--- src/logic/dbs_pkg.sv ---
/*
 * Package for the DC braking and start/stop sequencer: register offsets,
 * field positions, reset values, timing counts, the state enumeration and
 * the packed settings carrier.
 * Assumes a 10 MHz system clock and a classic Wishbone register bus.
 */
// Function
// - Stopping, DC braking starts once output falls to the brake frequency.
// - Braking level is in 1 percent steps of rated current, 100 being rated.
// - Once DC braking starts, it lasts the braking duration and then ends.
// - With response select 0, braking current rises slowly at braking onset.
// - With response select 1, braking current rises fast at braking onset.
// - Braking holds while the brake request is high, whatever the duration.
// - A brake request while stopped starts braking to pre-excite the motor.
// - On a start, the first output frequency equals the starting frequency.
// - When output frequency falls to stop frequency, drive output ceases.
// - After a start, the starting frequency is held for start hold time.
// - Stop frequency is held for stop hold time before the output ends.
// - If start is below stop frequency, no output until reference tops it.
// - Hot at high carrier, the carrier drops unless the option disables it.
// - Tone acts only while the carrier setting is 7 kHz or lower.
// - A braking duration of zero disables timed DC braking altogether.
// - Timed braking follows run removal or a reference drop below stop.
package dbs_pkg;

	localparam int CLK_PERIOD_NS = 100;
	// One setting unit of every time register is 0.01 s.
	localparam int TICK_NS = 10_000_000;
	localparam int TICK_CYCLES = TICK_NS / CLK_PERIOD_NS;
	// Least time between two one-percent steps of the slow braking build-up.
	localparam int SLOW_STEP_NS = 100_000;
	localparam int SLOW_STEP_CYCLES =
		(SLOW_STEP_NS + CLK_PERIOD_NS - 1) / CLK_PERIOD_NS;

	localparam logic [7:0] LEVEL_FULL = 8'h64;
	// Carrier setting is in 0.25 kHz units; 7 kHz is 28 units.
	localparam logic [7:0] CARRIER_TONE_MAX = 8'h1c;
	localparam logic [7:0] CARRIER_REDUCED = 8'h10;

	localparam logic [7:0] ADR_CTRL = 8'h00;
	localparam logic [7:0] ADR_FREF = 8'h04;
	localparam logic [7:0] ADR_BRK_FREQ = 8'h08;
	localparam logic [7:0] ADR_BRK_LEVEL = 8'h0c;
	localparam logic [7:0] ADR_BRK_DUR = 8'h10;
	localparam logic [7:0] ADR_START_FREQ = 8'h14;
	localparam logic [7:0] ADR_START_HOLD = 8'h18;
	localparam logic [7:0] ADR_STOP_FREQ = 8'h1c;
	localparam logic [7:0] ADR_STOP_HOLD = 8'h20;
	localparam logic [7:0] ADR_CARRIER = 8'h24;
	localparam logic [7:0] ADR_TONE = 8'h28;
	localparam logic [7:0] ADR_ACCEL = 8'h2c;
	localparam logic [7:0] ADR_STATUS = 8'h30;
	localparam logic [7:0] ADR_FOUT = 8'h34;

	localparam int CTRL_RUN_BIT = 0;
	localparam int CTRL_RESP_BIT = 1;
	localparam int CTRL_NORED_BIT = 2;
	localparam int STAT_OUT_EN_BIT = 3;
	localparam int STAT_DCB_BIT = 4;
	localparam int STAT_RED_BIT = 5;

	typedef enum {
		ST_STOP,
		ST_START_HOLD,
		ST_RUN,
		ST_STOP_HOLD,
		ST_DCB_TIMED,
		ST_DCB_EXT
	} dbs_state_t;

	typedef struct packed {
		logic run;
		logic braking_response_select;
		logic protection_option_setting;
		logic [15:0] fref;
		logic [15:0] braking_start_freq_setting;
		logic [7:0] braking_current_level;
		logic [15:0] braking_duration;
		logic [15:0] start_freq_setting;
		logic [15:0] start_hold_time;
		logic [15:0] stop_freq_setting;
		logic [15:0] stop_hold_time;
		logic [7:0] carrier_freq_setting;
		logic [7:0] tone_setting;
		logic [15:0] accel_step;
	} dbs_cfg_t;

	localparam dbs_cfg_t CFG_RST = '{
		run: 1'b0,
		braking_response_select: 1'b0,
		protection_option_setting: 1'b0,
		fref: 16'h0000,
		braking_start_freq_setting: 16'h0000,
		braking_current_level: 8'h00,
		braking_duration: 16'h0000,
		start_freq_setting: 16'h0064,
		start_hold_time: 16'h0000,
		stop_freq_setting: 16'h0064,
		stop_hold_time: 16'h0000,
		carrier_freq_setting: 8'h08,
		tone_setting: 8'h00,
		accel_step: 16'h0064
	};

endpackage

--- src/logic/dbs_brake_ramp.sv ---
/*
 * Braking current build-up: follows the braking level either at once or
 * one percent at a time, clamped to rated current.
 * Assumes the caller holds active_i high for the whole braking period.
 */
`timescale 1ns/1ps
module dbs_brake_ramp
	import dbs_pkg::*;
#(
	parameter int SLOW_CYC = SLOW_STEP_CYCLES
) (
	input wire logic clk_i,
	input wire logic rst_i,
	input wire logic active_i,
	input wire logic quick_i,
	input wire logic [7:0] level_i,
	output logic [7:0] cur_o
);

	logic [7:0] lvl;
	logic [15:0] cnt_r;

	// Levels above rated current are clamped rather than honoured.
	assign lvl = (level_i > LEVEL_FULL) ? LEVEL_FULL : level_i;

	always_ff @(posedge clk_i) begin
		if (rst_i || !active_i) begin
			cur_o <= 8'h00;
			cnt_r <= 16'h0000;
		end else if (quick_i || cur_o > lvl) begin
			cur_o <= lvl;
			cnt_r <= 16'h0000;
		end else if (cur_o < lvl) begin
			if (cnt_r >= 16'(SLOW_CYC - 1)) begin
				cur_o <= cur_o + 8'h01;
				cnt_r <= 16'h0000;
			end else begin
				cnt_r <= cnt_r + 16'h0001;
			end
		end
	end

endmodule

--- src/logic/dbs_seq.sv ---
/*
 * Start/stop sequencer with DC injection braking, carrier reduction and
 * tone gating, reached over a classic Wishbone slave.
 * Assumes synchronous inputs, 10 MHz clk_i and a synchronous reset.
 */
`timescale 1ns/1ps
module dbs_seq
	import dbs_pkg::*;
#(
	parameter int TICK_CYC = TICK_CYCLES,
	parameter int SLOW_CYC = SLOW_STEP_CYCLES
) (
	input wire logic clk_i,
	input wire logic rst_i,
	input wire logic wb_cyc_i,
	input wire logic wb_stb_i,
	input wire logic wb_we_i,
	input wire logic [7:0] wb_adr_i,
	input wire logic [3:0] wb_sel_i,
	input wire logic [31:0] wb_dat_i,
	output logic [31:0] wb_dat_o,
	output logic wb_ack_o,
	input wire logic dc_brake_request_input_i,
	input wire logic heatsink_hot_i,
	output logic [15:0] freq_o,
	output logic out_en_o,
	output logic dc_brake_o,
	output logic [7:0] brake_cur_o,
	output logic [7:0] carrier_o,
	output logic carrier_reduced_o,
	output logic [7:0] tone_o
);

	dbs_cfg_t cfg_r;
	dbs_state_t state_r;
	logic [15:0] fout_r;
	logic [15:0] timer_r;
	logic [31:0] tick_cnt_r;
	logic tick_r;
	logic bus_req;
	logic bus_wr;
	logic run_eff;
	logic ext;
	logic dcb_act;
	logic [15:0] tgt;
	logic [31:0] rd_data;

	assign bus_req = wb_cyc_i && wb_stb_i && !wb_ack_o;
	assign bus_wr = bus_req && wb_we_i;
	assign ext = dc_brake_request_input_i;
	// Run stays in force only while the reference is above stop frequency,
	// which also keeps a low starting frequency from producing output.
	assign run_eff = cfg_r.run &&
		(cfg_r.fref > cfg_r.stop_freq_setting);
	assign tgt = run_eff ? cfg_r.fref : 16'h0000;
	assign dcb_act = (state_r == ST_DCB_TIMED) || (state_r == ST_DCB_EXT);

	function automatic logic [15:0] wr16(input logic [15:0] old,
		input logic [31:0] d, input logic [3:0] sel);
		logic [15:0] r;
		r = old;
		if (sel[0])
			r[7:0] = d[7:0];
		if (sel[1])
			r[15:8] = d[15:8];
		return r;
	endfunction

	function automatic logic [15:0] step_to(input logic [15:0] cur,
		input logic [15:0] goal, input logic [15:0] stp);
		logic [16:0] s;
		s = {1'b0, cur} + {1'b0, stp};
		if (cur < goal)
			return (s > {1'b0, goal}) ? goal : s[15:0];
		else if (cur - goal > stp)
			return cur - stp;
		else
			return goal;
	endfunction

	// Bus slave: one wait state, ack for one cycle, unmapped reads give 0.
	always_ff @(posedge clk_i) begin
		if (rst_i) begin
			wb_ack_o <= 1'b0;
			wb_dat_o <= 32'h0000_0000;
		end else begin
			wb_ack_o <= bus_req;
			if (bus_req && !wb_we_i)
				wb_dat_o <= rd_data;
		end
	end

	always_comb begin
		rd_data = 32'h0000_0000;
		case (wb_adr_i)
			ADR_CTRL: begin
				rd_data[CTRL_RUN_BIT] = cfg_r.run;
				rd_data[CTRL_RESP_BIT] = cfg_r.braking_response_select;
				rd_data[CTRL_NORED_BIT] = cfg_r.protection_option_setting;
			end
			ADR_FREF: rd_data[15:0] = cfg_r.fref;
			ADR_BRK_FREQ: rd_data[15:0] = cfg_r.braking_start_freq_setting;
			ADR_BRK_LEVEL: rd_data[7:0] = cfg_r.braking_current_level;
			ADR_BRK_DUR: rd_data[15:0] = cfg_r.braking_duration;
			ADR_START_FREQ: rd_data[15:0] = cfg_r.start_freq_setting;
			ADR_START_HOLD: rd_data[15:0] = cfg_r.start_hold_time;
			ADR_STOP_FREQ: rd_data[15:0] = cfg_r.stop_freq_setting;
			ADR_STOP_HOLD: rd_data[15:0] = cfg_r.stop_hold_time;
			ADR_CARRIER: rd_data[7:0] = cfg_r.carrier_freq_setting;
			ADR_TONE: rd_data[7:0] = cfg_r.tone_setting;
			ADR_ACCEL: rd_data[15:0] = cfg_r.accel_step;
			ADR_STATUS: begin
				rd_data[2:0] = 3'(state_r);
				rd_data[STAT_OUT_EN_BIT] = out_en_o;
				rd_data[STAT_DCB_BIT] = dc_brake_o;
				rd_data[STAT_RED_BIT] = carrier_reduced_o;
				rd_data[15:8] = brake_cur_o;
				rd_data[23:16] = carrier_o;
			end
			ADR_FOUT: rd_data[15:0] = fout_r;
			default: rd_data = 32'h0000_0000;
		endcase
	end

	always_ff @(posedge clk_i) begin
		if (rst_i) begin
			cfg_r <= CFG_RST;
		end else if (bus_wr) begin
			case (wb_adr_i)
				ADR_CTRL: begin
					if (wb_sel_i[0]) begin
						cfg_r.run <= wb_dat_i[CTRL_RUN_BIT];
						cfg_r.braking_response_select <=
							wb_dat_i[CTRL_RESP_BIT];
						cfg_r.protection_option_setting <=
							wb_dat_i[CTRL_NORED_BIT];
					end
				end
				ADR_FREF: cfg_r.fref <= wr16(cfg_r.fref, wb_dat_i, wb_sel_i);
				ADR_BRK_FREQ: cfg_r.braking_start_freq_setting <=
					wr16(cfg_r.braking_start_freq_setting, wb_dat_i,
					wb_sel_i);
				ADR_BRK_LEVEL: begin
					if (wb_sel_i[0])
						cfg_r.braking_current_level <= wb_dat_i[7:0];
				end
				ADR_BRK_DUR: cfg_r.braking_duration <=
					wr16(cfg_r.braking_duration, wb_dat_i, wb_sel_i);
				ADR_START_FREQ: cfg_r.start_freq_setting <=
					wr16(cfg_r.start_freq_setting, wb_dat_i, wb_sel_i);
				ADR_START_HOLD: cfg_r.start_hold_time <=
					wr16(cfg_r.start_hold_time, wb_dat_i, wb_sel_i);
				ADR_STOP_FREQ: cfg_r.stop_freq_setting <=
					wr16(cfg_r.stop_freq_setting, wb_dat_i, wb_sel_i);
				ADR_STOP_HOLD: cfg_r.stop_hold_time <=
					wr16(cfg_r.stop_hold_time, wb_dat_i, wb_sel_i);
				ADR_CARRIER: begin
					if (wb_sel_i[0])
						cfg_r.carrier_freq_setting <= wb_dat_i[7:0];
				end
				ADR_TONE: begin
					if (wb_sel_i[0])
						cfg_r.tone_setting <= wb_dat_i[7:0];
				end
				ADR_ACCEL: cfg_r.accel_step <=
					wr16(cfg_r.accel_step, wb_dat_i, wb_sel_i);
				default: cfg_r <= cfg_r;
			endcase
		end
	end

	// The 0.01 s time base is free running, so a hold may end up to one
	// tick early; a finer base would cost a wider timer for no real gain.
	always_ff @(posedge clk_i) begin
		if (rst_i) begin
			tick_cnt_r <= 32'h0000_0000;
			tick_r <= 1'b0;
		end else if (tick_cnt_r >= 32'(TICK_CYC - 1)) begin
			tick_cnt_r <= 32'h0000_0000;
			tick_r <= 1'b1;
		end else begin
			tick_cnt_r <= tick_cnt_r + 32'h0000_0001;
			tick_r <= 1'b0;
		end
	end

	always_ff @(posedge clk_i) begin
		if (rst_i) begin
			state_r <= ST_STOP;
			fout_r <= 16'h0000;
			timer_r <= 16'h0000;
		end else begin
			if (tick_r && timer_r != 16'h0000)
				timer_r <= timer_r - 16'h0001;
			case (state_r)
				ST_STOP: begin
					fout_r <= 16'h0000;
					if (ext) begin
						state_r <= ST_DCB_EXT;
					end else if (run_eff) begin
						fout_r <= cfg_r.start_freq_setting;
						timer_r <= cfg_r.start_hold_time;
						state_r <= ST_START_HOLD;
					end
				end
				ST_START_HOLD: begin
					if (ext) begin
						fout_r <= 16'h0000;
						state_r <= ST_DCB_EXT;
					end else if (timer_r == 16'h0000 || !run_eff) begin
						state_r <= ST_RUN;
					end
				end
				ST_RUN: begin
					if (ext) begin
						fout_r <= 16'h0000;
						state_r <= ST_DCB_EXT;
					end else if (!run_eff &&
						cfg_r.braking_duration != 16'h0000 &&
						fout_r <= cfg_r.braking_start_freq_setting) begin
						fout_r <= 16'h0000;
						timer_r <= cfg_r.braking_duration;
						state_r <= ST_DCB_TIMED;
					end else if (!run_eff &&
						fout_r <= cfg_r.stop_freq_setting) begin
						fout_r <= cfg_r.stop_freq_setting;
						timer_r <= cfg_r.stop_hold_time;
						state_r <= ST_STOP_HOLD;
					end else if (tick_r) begin
						fout_r <= step_to(fout_r, tgt, cfg_r.accel_step);
					end
				end
				ST_STOP_HOLD: begin
					if (ext) begin
						fout_r <= 16'h0000;
						state_r <= ST_DCB_EXT;
					end else if (run_eff) begin
						state_r <= ST_RUN;
					end else if (timer_r == 16'h0000) begin
						fout_r <= 16'h0000;
						state_r <= ST_STOP;
					end
				end
				ST_DCB_TIMED: begin
					if (ext)
						state_r <= ST_DCB_EXT;
					else if (timer_r == 16'h0000)
						state_r <= ST_STOP;
				end
				ST_DCB_EXT: begin
					if (!ext && run_eff) begin
						fout_r <= cfg_r.start_freq_setting;
						timer_r <= cfg_r.start_hold_time;
						state_r <= ST_START_HOLD;
					end else if (!ext) begin
						state_r <= ST_STOP;
					end
				end
				default: begin
					fout_r <= 16'h0000;
					state_r <= ST_STOP;
				end
			endcase
		end
	end

	// Drive outputs lag the state by one cycle so that they come from flops.
	always_ff @(posedge clk_i) begin
		if (rst_i) begin
			freq_o <= 16'h0000;
			out_en_o <= 1'b0;
			dc_brake_o <= 1'b0;
		end else begin
			freq_o <= fout_r;
			out_en_o <= (state_r == ST_START_HOLD) ||
				(state_r == ST_RUN) || (state_r == ST_STOP_HOLD);
			dc_brake_o <= dcb_act;
		end
	end

	dbs_brake_ramp #(
		.SLOW_CYC(SLOW_CYC)
	) u_ramp (
		.clk_i(clk_i),
		.rst_i(rst_i),
		.active_i(dcb_act),
		.quick_i(cfg_r.braking_response_select),
		.level_i(cfg_r.braking_current_level),
		.cur_o(brake_cur_o)
	);

	// Reduction only drops to a fixed safe carrier; it does not track heat.
	always_ff @(posedge clk_i) begin
		if (rst_i) begin
			carrier_o <= CFG_RST.carrier_freq_setting;
			carrier_reduced_o <= 1'b0;
			tone_o <= 8'h00;
		end else begin
			if (heatsink_hot_i && !cfg_r.protection_option_setting &&
				cfg_r.carrier_freq_setting > CARRIER_REDUCED) begin
				carrier_o <= CARRIER_REDUCED;
				carrier_reduced_o <= 1'b1;
			end else begin
				carrier_o <= cfg_r.carrier_freq_setting;
				carrier_reduced_o <= 1'b0;
			end
			if (cfg_r.carrier_freq_setting <= CARRIER_TONE_MAX)
				tone_o <= cfg_r.tone_setting;
			else
				tone_o <= 8'h00;
		end
	end
endmodule
--- config.mk ---
export PLATFORM = sky130hd
export DESIGN_NAME = dbs_seq
export DESIGN_NICKNAME = d
export VERILOG_FILES = /design/src/logic/dbs_pkg.sv /design/src/logic/dbs_brake_ramp.sv /design/src/logic/dbs_seq.sv
export SDC_FILE = /design/constraint.sdc
export NUM_CORES = 1
export LEC_CHECK = 0
export ABC_AREA = 0
export BUFFER_PORTS_ARGS = -buffer_cell sky130_fd_sc_hd__buf_2
export CAP_MARGIN = 20
export CORE_UTILIZATION = 52
export DETAILED_ROUTE_END_ITERATION = 8
export PLACE_DENSITY = 0.78
export SLEW_MARGIN = 25
export SYNTH_ARGS = -nofsm -noshare
export SYNTH_HDL_FRONTEND = slang
export SYNTH_SLANG_ARGS = --single-unit
--- constraint.sdc ---
create_clock -name clk_i -period 7.4 [get_ports clk_i]
set_input_delay 0.37 -clock clk_i [delete_from_list [all_inputs] [get_ports clk_i]]
set_output_delay 0.37 -clock clk_i [all_outputs]
set_load 0.005 [all_outputs]
* Word-level counts from Yosys, hierarchy flattened
Cells that the tools add are included.
** Storage, ports and cells
- Register bits :: 336
- Input port bits :: 51
- Output and inout bits :: 76
- Logic and storage cells :: 201
** Cells by class
- Add/subtract/negate cells :: 7
- Order comparisons :: 13
- Eq/ne operators :: 32
- Muxes and demuxes :: 51
- Bitwise logic cells :: 2
- Reductions and logical operators :: 58
** Operators with widths (number)
- 2-to-1 mux 32 bit :: 13
- 2-to-1 mux 16 bit :: 23
- one-hot mux 32 bit (6 select lines) :: 1
- == test 32 x 3 -> 1 bit, second input constant :: 4
- == test 32 x 2 -> 1 bit, second input constant :: 3
- one-hot mux 16 bit (6 select lines) :: 1
- one-hot mux 8 bit (10 select lines) :: 1
- == test 32 x 4 -> 1 bit, second input constant :: 2
- AND reduction 3 bit :: 20
- == test 8 x 6 -> 1 bit, second input constant :: 6
- one-hot mux 16 bit (3 select lines) :: 1
- one-hot mux 3 bit (14 select lines) :: 1
- 2-to-1 mux 8 bit :: 5
- one-hot mux 3 bit (13 select lines) :: 1
- adder 32 x 1 -> 32 bit, second input constant :: 1
- == test 32 x 1 -> 1 bit, second input constant :: 1
- == test 8 x 5 -> 1 bit, second input constant :: 4
- >= comparator 32 x 17 -> 1 bit, second input constant :: 1
- greater-than comparator 16 bit :: 2
- less-or-equal comparator 16 bit :: 2
- zero test 32 bit :: 1
- nonzero test 16 bit :: 2
- subtractor 16 bit :: 2
- one-hot mux 2 bit (12 select lines) :: 1
- other kinds (31) :: 64

* Longest topological paths before layout
- Word-level depth :: 12
- Depth in mapped cells :: 29
- Mapped depth without buffers :: 26

* Modules after synthesis
Synthesis repeated with hierarchy kept, for this count alone.
** Second synthesis, totals
- Cell total of the unflattened synthesis :: 2276
- Area, all modules :: 18664.2 um^2
** Modules (own cells, without submodules)
- dbs_seq :: instances 1, cells each 2103, area an instance 17224.0 um^2, seq. area each 6246.0 um^2
- dbs_brake_ramp :: instances 1, cells each 173, area an instance 1440.1 um^2, seq. area each 480.5 um^2

* Worst setup path before layout
No wires, ideal clock.
- Path type :: reg2reg
- Start point :: reg cfg_r[61] (netlist bit)
- End point :: reg fout_r[2]
- Library setup time :: 122 ps
- Arrival :: 5991 ps
- Required time :: 7278 ps
- Slack :: 1287 ps
- Cell stages (with the launch flop) :: 29
- Buffers on the path :: 3
- Clock period less this slack :: 6113 ps
- Cells stage by stage :: dfxtp_1 -> inv_1 -> ha_1 -> nand4_1 -> or2_2 -> a211oi_1 -> o41a_1 -> buf_6 -> clkbuf_1 -> clkbuf_1 -> nand2_1 -> ha_1 -> nor2b_1 -> o21ai_0 -> a21boi_0 -> o21ai_0 -> a21oi_1 -> nor3_1 -> or3_1 -> xnor2_1 -> ha_1 -> nand4_1 -> nor3_1 -> a21boi_0 -> or4_1 -> o211ai_1 -> a21boi_1 -> nand2_1 -> a221o_1
** Between the ends
- Longest elaborated chain between the ends :: 12
- Elaborated cells on any way between the ends :: 27
- Those cells by class :: add/sub (1); order compare (5); eq/ne (3); mux (11); reduce/logical (7)
** Ends and longest elaborated chain
- start, declared :: line dbs_seq.sv:34 : dbs_cfg_t cfg_r;
- start signal, assigned :: line dbs_seq.sv:167 : default: cfg_r <= cfg_r;
- greater-than comparator 16 bit :: line dbs_seq.sv:54 : (cfg_r.fref > cfg_r.stop_freq_setting);
- logical AND 1 bit :: line dbs_seq.sv:53 : assign run_eff = cfg_r.run &&
- 2-to-1 mux 16 bit :: line dbs_seq.sv:55 : assign tgt = run_eff ? cfg_r.fref : 16'h0000;
- subtractor 16 bit :: line dbs_seq.sv:75 : else if (cur - goal > stp)
- greater-than comparator 16 bit :: line dbs_seq.sv:75
- 2-to-1 mux 16 bit :: line dbs_seq.sv:75
- 2-to-1 mux 16 bit :: line dbs_seq.sv:73 : if (cur < goal)
- 2-to-1 mux 16 bit :: line dbs_seq.sv:229 : end else if (tick_r) begin
- 2-to-1 mux 16 bit :: line dbs_seq.sv:224 : end else if (!run_eff &&
- 2-to-1 mux 16 bit :: line dbs_seq.sv:218 : end else if (!run_eff &&
- 2-to-1 mux 16 bit :: line dbs_seq.sv:215 : if (ext) begin
- one-hot mux 16 bit (6 select lines) :: line dbs_seq.sv:195 : case (state_r)
- end signal, assigned :: line dbs_seq.sv:201 : fout_r <= cfg_r.start_freq_setting;
- end signal, assigned :: line dbs_seq.sv:226 : fout_r <= cfg_r.stop_freq_setting;
- end signal, assigned :: line dbs_seq.sv:230 : fout_r <= step_to(fout_r, tgt, cfg_r.accel_step);
- end, declared :: line dbs_seq.sv:36 : logic [15:0] fout_r;
Several ways; a longest one is shown, not always the timed one. The select of a mux whose other input is x is not followed.
A chain may end at the register's enable or synchronous reset.

* Worst setup path in the final report
- Start point :: reg cfg_r[59] (netlist bit)
- End point :: reg fout_r[4]
The elaborated chain is that of the path after synthesis.

==> implementation parameters <==
Parameter                              Value

Run status
  Result of the run ... finished, final reports clean

Route
  Remaining routing DRC violations ... 0
  Highest signal layer in the routed design ... met4
  Wire length on met2 ... 28.41 mm
  Ratio of routed vias to standard cells ... 6.324
  Detailed-routing iteration count for the pre-antenna-repair pass ... 8
  Wire length per cell after detailed routing ... 21.66 um
  Drt total wl ... 61.85 mm
  DR vias ... 18,054
  Routed met3 length ... 6.026 mm
  Routed length on met1 ... 24.09 mm
  DRC marker count from the first detailed-route iteration ... 2,118
  Remaining antenna violation count after routing ... 0

Power
  Clock power share ... 43.9%
  Worst vdd ir ... 0.2096 mV
  Static leakage ... 7.920 nW
  Sw Ratio ... 26.32%
  Power share of the sequential group ... 44.9%
  Share of total power in combinational logic ... 11.3%
  Cell-internal power ... 3.129 mW
  Total power divided by cell area ... 206.9 mW/mm^2
  Switching power summed over all nets ... 1.118 mW

Finish
  Nets ... 2,567
  Layout overhead on the synthesized area ... 12.14%
  Register area ... 0.006726 sq mm
  Number of diodes added for antenna fixing ... 0
  Ratio of cells with drive above 1 in the final layout ... 9.375%
  Number of fill cells in the layout ... 3,224
  Share of the core filled with cells ... 59.41%
  Multi-input combinational cell area ... 0.01093 sq mm
  Count of placed standard cells in the final layout, fillers left out ... 2,855

Clock network
  Clock buffer count from CTS ... 36
  Setup fix buffers added after clock tree synthesis ... 0
  Clock latency of the later-clocked register in the worst-skew pair ... 550 ps
  Post-CTS Resized ... 0
  Number of buffers on the longest clock path ... 3
  Cell chosen for the clock root ... sky130_fd_sc_hd__clkbuf_16
  CTS tree ... done
  Number of sinks handled by clock tree synthesis ... 336
  Level count of the clock H-tree ... 2
  Number of buffers inserted by hold repair at cts ... 0
  Reg clk slew, reported paths ... 60 ps

Critical path
  Max FO, Critical Path ... 10
  Data arrival time of the critical path ... 7020 ps
  Element type at the critical path end ... flip-flop
  Reg2Reg Launch Point ... cfg_r[59]$_SDFFE_PP0P_
  CP Launch Type ... flip-flop
  Required time of the critical path ... 7830 ps
  Kind of critical path ... flip-flop to flip-flop
  Critical path launch point ... cfg_r[59]$_SDFFE_PP0P_

Timing
  Slew of the pin with the lowest slew margin ... 1066 ps
  Final setup fails ... 0
  Period minus WS final ... 6593 ps
  Final worst-path setup slack ... 807.1 ps
  Hold Fails Final Rpt ... 0
  Pins Over Slew Limit ... 0
  Normalized max-slew margin ... 28.56%
  Max Clk Rate ... 151.7 MHz
  Post-Route Setup TNS ... 0 ps
  Max Clock Skew ... 31.92 ps
  Setup repair after global routing missed its margin ... no
  Share of the clock period used by the worst path after layout ... 89.09%

GRT
  Largest net degree at the start of global routing ... 104
  Via count of the first global-routing pass ... 17,162
  GRT Overall Usage ... 33.85%
  Initial antenna violation count ... 0
  Leftover overflow at the end of global routing ... 0
  Wire length of the first global-routing pass ... 95.33 mm

Die
  Horizontal extent of the die ... 189.6 um
  Total core area ... 0.03454 sq mm
  Die outline height ... 189.6 um
  Die Outline Area ... 0.03595 sq mm
  Initial core utilization ... 52.98%
  Io pins ... 127
  Num rows ... 68

Placed design
  Post-detail-place hpwl ... 45.03 mm
  Routability cong. ... 0.9884
  DP Worst Slack ... 1036 ps
  Count of buffers inserted at the top-level ports ... 100
  Inst Count DP ... 2,791

Logic synthesis
  Yosys synthesis warning count ... 0
  Number of synthesized register bits ... 336
  Synthesized instance count ... 2,288
  Primary flip-flop cell chosen by synthesis mapping ... sky130_fd_sc_hd__dfxtp_1
  Number of synthesized flops with an enable pin ... 0
  Sequential area share after synthesis ... 36.76%
  Synth cell types ... 73
  Synth Area per Inst ... 7.998 sq um
  Fraction of synthesis flops using an asynchronous set or reset pin ... 0%
  Netlist area before placement ... 0.01830 sq mm

Flow run
  Total of max-cap violations ... 0

Min path
  Path type of the worst min-delay path ... input pin to flip-flop
  HP Start ... wb_dat_i[8]
layout by cell type, fill, tap and decap left out, types with 17 or more instances in the layout:
| master | instances |
|---|---|
| sky130_fd_sc_hd__buf_4 | 26 |
| sky130_fd_sc_hd__inv_1 | 93 |
| sky130_fd_sc_hd__xor2_1 | 26 |
| sky130_fd_sc_hd__conb_1 | 53 |
| sky130_fd_sc_hd__a211oi_1 | 19 |
| sky130_fd_sc_hd__nor4_1 | 36 |
| sky130_fd_sc_hd__a31oi_1 | 17 |
| sky130_fd_sc_hd__dfxtp_1 | 336 |
| sky130_fd_sc_hd__xnor2_1 | 57 |
| sky130_fd_sc_hd__clkbuf_16 | 36 |
| sky130_fd_sc_hd__nand3_1 | 178 |
| sky130_fd_sc_hd__nand4_1 | 34 |
| sky130_fd_sc_hd__nand2_1 | 307 |
| sky130_fd_sc_hd__o21ai_0 | 62 |
| sky130_fd_sc_hd__ha_1 | 139 |
| sky130_fd_sc_hd__nor3_1 | 43 |
| sky130_fd_sc_hd__a221oi_1 | 25 |
| sky130_fd_sc_hd__a22o_1 | 17 |
| sky130_fd_sc_hd__nor2_1 | 164 |
| sky130_fd_sc_hd__nor2b_1 | 30 |
| sky130_fd_sc_hd__a22oi_1 | 55 |
| sky130_fd_sc_hd__buf_2 | 99 |
| sky130_fd_sc_hd__a21oi_1 | 247 |
| sky130_fd_sc_hd__and3_1 | 21 |
registers in the layout (all words and copies together) (netlist names):
name               count
carrier_o              8
tone_o                 8
u_ramp.cur_o           8
timer_r               16
u_ramp.cnt_r          16
carrier_reduced_o      1
dc_brake_o             1
freq_o                16
tick_r                 1
wb_ack_o               1
tick_cnt_r            32
fout_r                16
state_r               32
out_en_o               1
cfg_r                155
wb_dat_o              24
worst paths after layout:
kind                          endpoint  slack, ps  cells after the start
min            cfg_r[128]$_SDFFE_PP0P_        220                      3
max             fout_r[4]$_SDFFE_PP0P_        810                     26
min reg2reg  wb_dat_o[23]$_SDFFE_PP0P_        450                      2
max reg2reg     fout_r[4]$_SDFFE_PP0P_        810                     26
power groups by stage:
stage / Clock (mW) / Sequential (mW) / Combinational, mW
final: 1.86 / 1.91 / 0.478
after global routing: 1.96 / 1.91 / 0.524
after CTS: 1.88 / 1.90 / 0.465
after detailed placement: 0 / 1.94 / 0.460
after global placement: 0 / 1.94 / 0.449
after floorplan: 0 / 1.93 / 0.358
synthesized netlist by cell type, types with 26 or more instances:
| cell type | n | share of area [%] |
|---|---|---|
| sky130_fd_sc_hd__nand4_1 | 34 | 1.2 |
| sky130_fd_sc_hd__nor2_1 | 173 | 3.5 |
| sky130_fd_sc_hd__inv_1 | 93 | 1.9 |
| sky130_fd_sc_hd__o21ai_0 | 62 | 1.7 |
| sky130_fd_sc_hd__nor4_1 | 37 | 1.3 |
| sky130_fd_sc_hd__xnor2_1 | 57 | 2.7 |
| sky130_fd_sc_hd__nand2_1 | 307 | 6.3 |
| sky130_fd_sc_hd__a21oi_1 | 247 | 6.8 |
| sky130_fd_sc_hd__a22oi_1 | 55 | 2.3 |
| sky130_fd_sc_hd__ha_1 | 139 | 9.5 |
| sky130_fd_sc_hd__xor2_1 | 26 | 1.2 |
| sky130_fd_sc_hd__nor3_1 | 44 | 1.2 |
| sky130_fd_sc_hd__nor2b_1 | 30 | 1.0 |
| sky130_fd_sc_hd__nand3_1 | 178 | 4.9 |
| sky130_fd_sc_hd__clkbuf_1 | 105 | 2.2 |
| sky130_fd_sc_hd__dfxtp_1 | 336 | 37 |
metrics by stage:
step	total power [mW]	hold WS, ps	cell area, sq um
after floorplan	2.292	425.8	18490
after global placement	2.390	435.6	19280
after detailed placement	2.404	445.6	19280
after CTS	4.250	200.0	20510
after global routing	4.398	218.2	20520
final	4.247	222.8	20520
kinds of logic after synthesis:
logic type	count (synthesis)	synth area share, %
AO/OA/AOI/OAI	592	21.11
XOR/XNOR	83	3.972
adder cells (fa/ha/maj)	142	9.832
buffers and inverters	225	4.854
flip-flops	336	36.76
multiplexers	10	0.5470
other	2	0.04104
AND/OR/NAND/NOR	898	22.89
area by class of cell:
cell class	instances	share of cell area, %
inverters	95	1.738
well taps	455	2.774
repair buffers	127	3.475
multi-input cells	1778	53.25
flip-flops and latches	336	32.78
clock inverters	18	1.067
clock buffers	46	4.914
routing by layer:
layer | GRT usage [%] | up-vias
met2 | 55.04 | 1003
met4 | 17.87 | 0
li1 | - | 8374
met3 | 5.239 | 211
met5 | 0 | -
met1 | 43.25 | 8466
critical path, cell delays in order (launching register included):
cell	delay, ps
sky130_fd_sc_hd__dfxtp_1	400
sky130_fd_sc_hd__inv_1	90
sky130_fd_sc_hd__ha_1	310
sky130_fd_sc_hd__nand4_1	90
sky130_fd_sc_hd__or2_2	340
sky130_fd_sc_hd__a211oi_1	380
sky130_fd_sc_hd__o41a_1	460
sky130_fd_sc_hd__nand2_1	200
sky130_fd_sc_hd__ha_1	310
sky130_fd_sc_hd__nor2b_1	130
sky130_fd_sc_hd__o21ai_0	100
sky130_fd_sc_hd__a21boi_0	260
sky130_fd_sc_hd__o21ai_0	230
sky130_fd_sc_hd__a21oi_1	280
sky130_fd_sc_hd__nor3_1	110
sky130_fd_sc_hd__o41ai_1	390
sky130_fd_sc_hd__a21oi_1	140
sky130_fd_sc_hd__xnor2_1	160
sky130_fd_sc_hd__ha_1	200
sky130_fd_sc_hd__or3_1	360
sky130_fd_sc_hd__or4_1	410
sky130_fd_sc_hd__o211ai_1	180
sky130_fd_sc_hd__buf_4	230
sky130_fd_sc_hd__a21boi_1	170
sky130_fd_sc_hd__buf_4	180
sky130_fd_sc_hd__nand2_1	60
sky130_fd_sc_hd__a221o_1	310
Note: power is estimated with default switching activity, not from simulation.
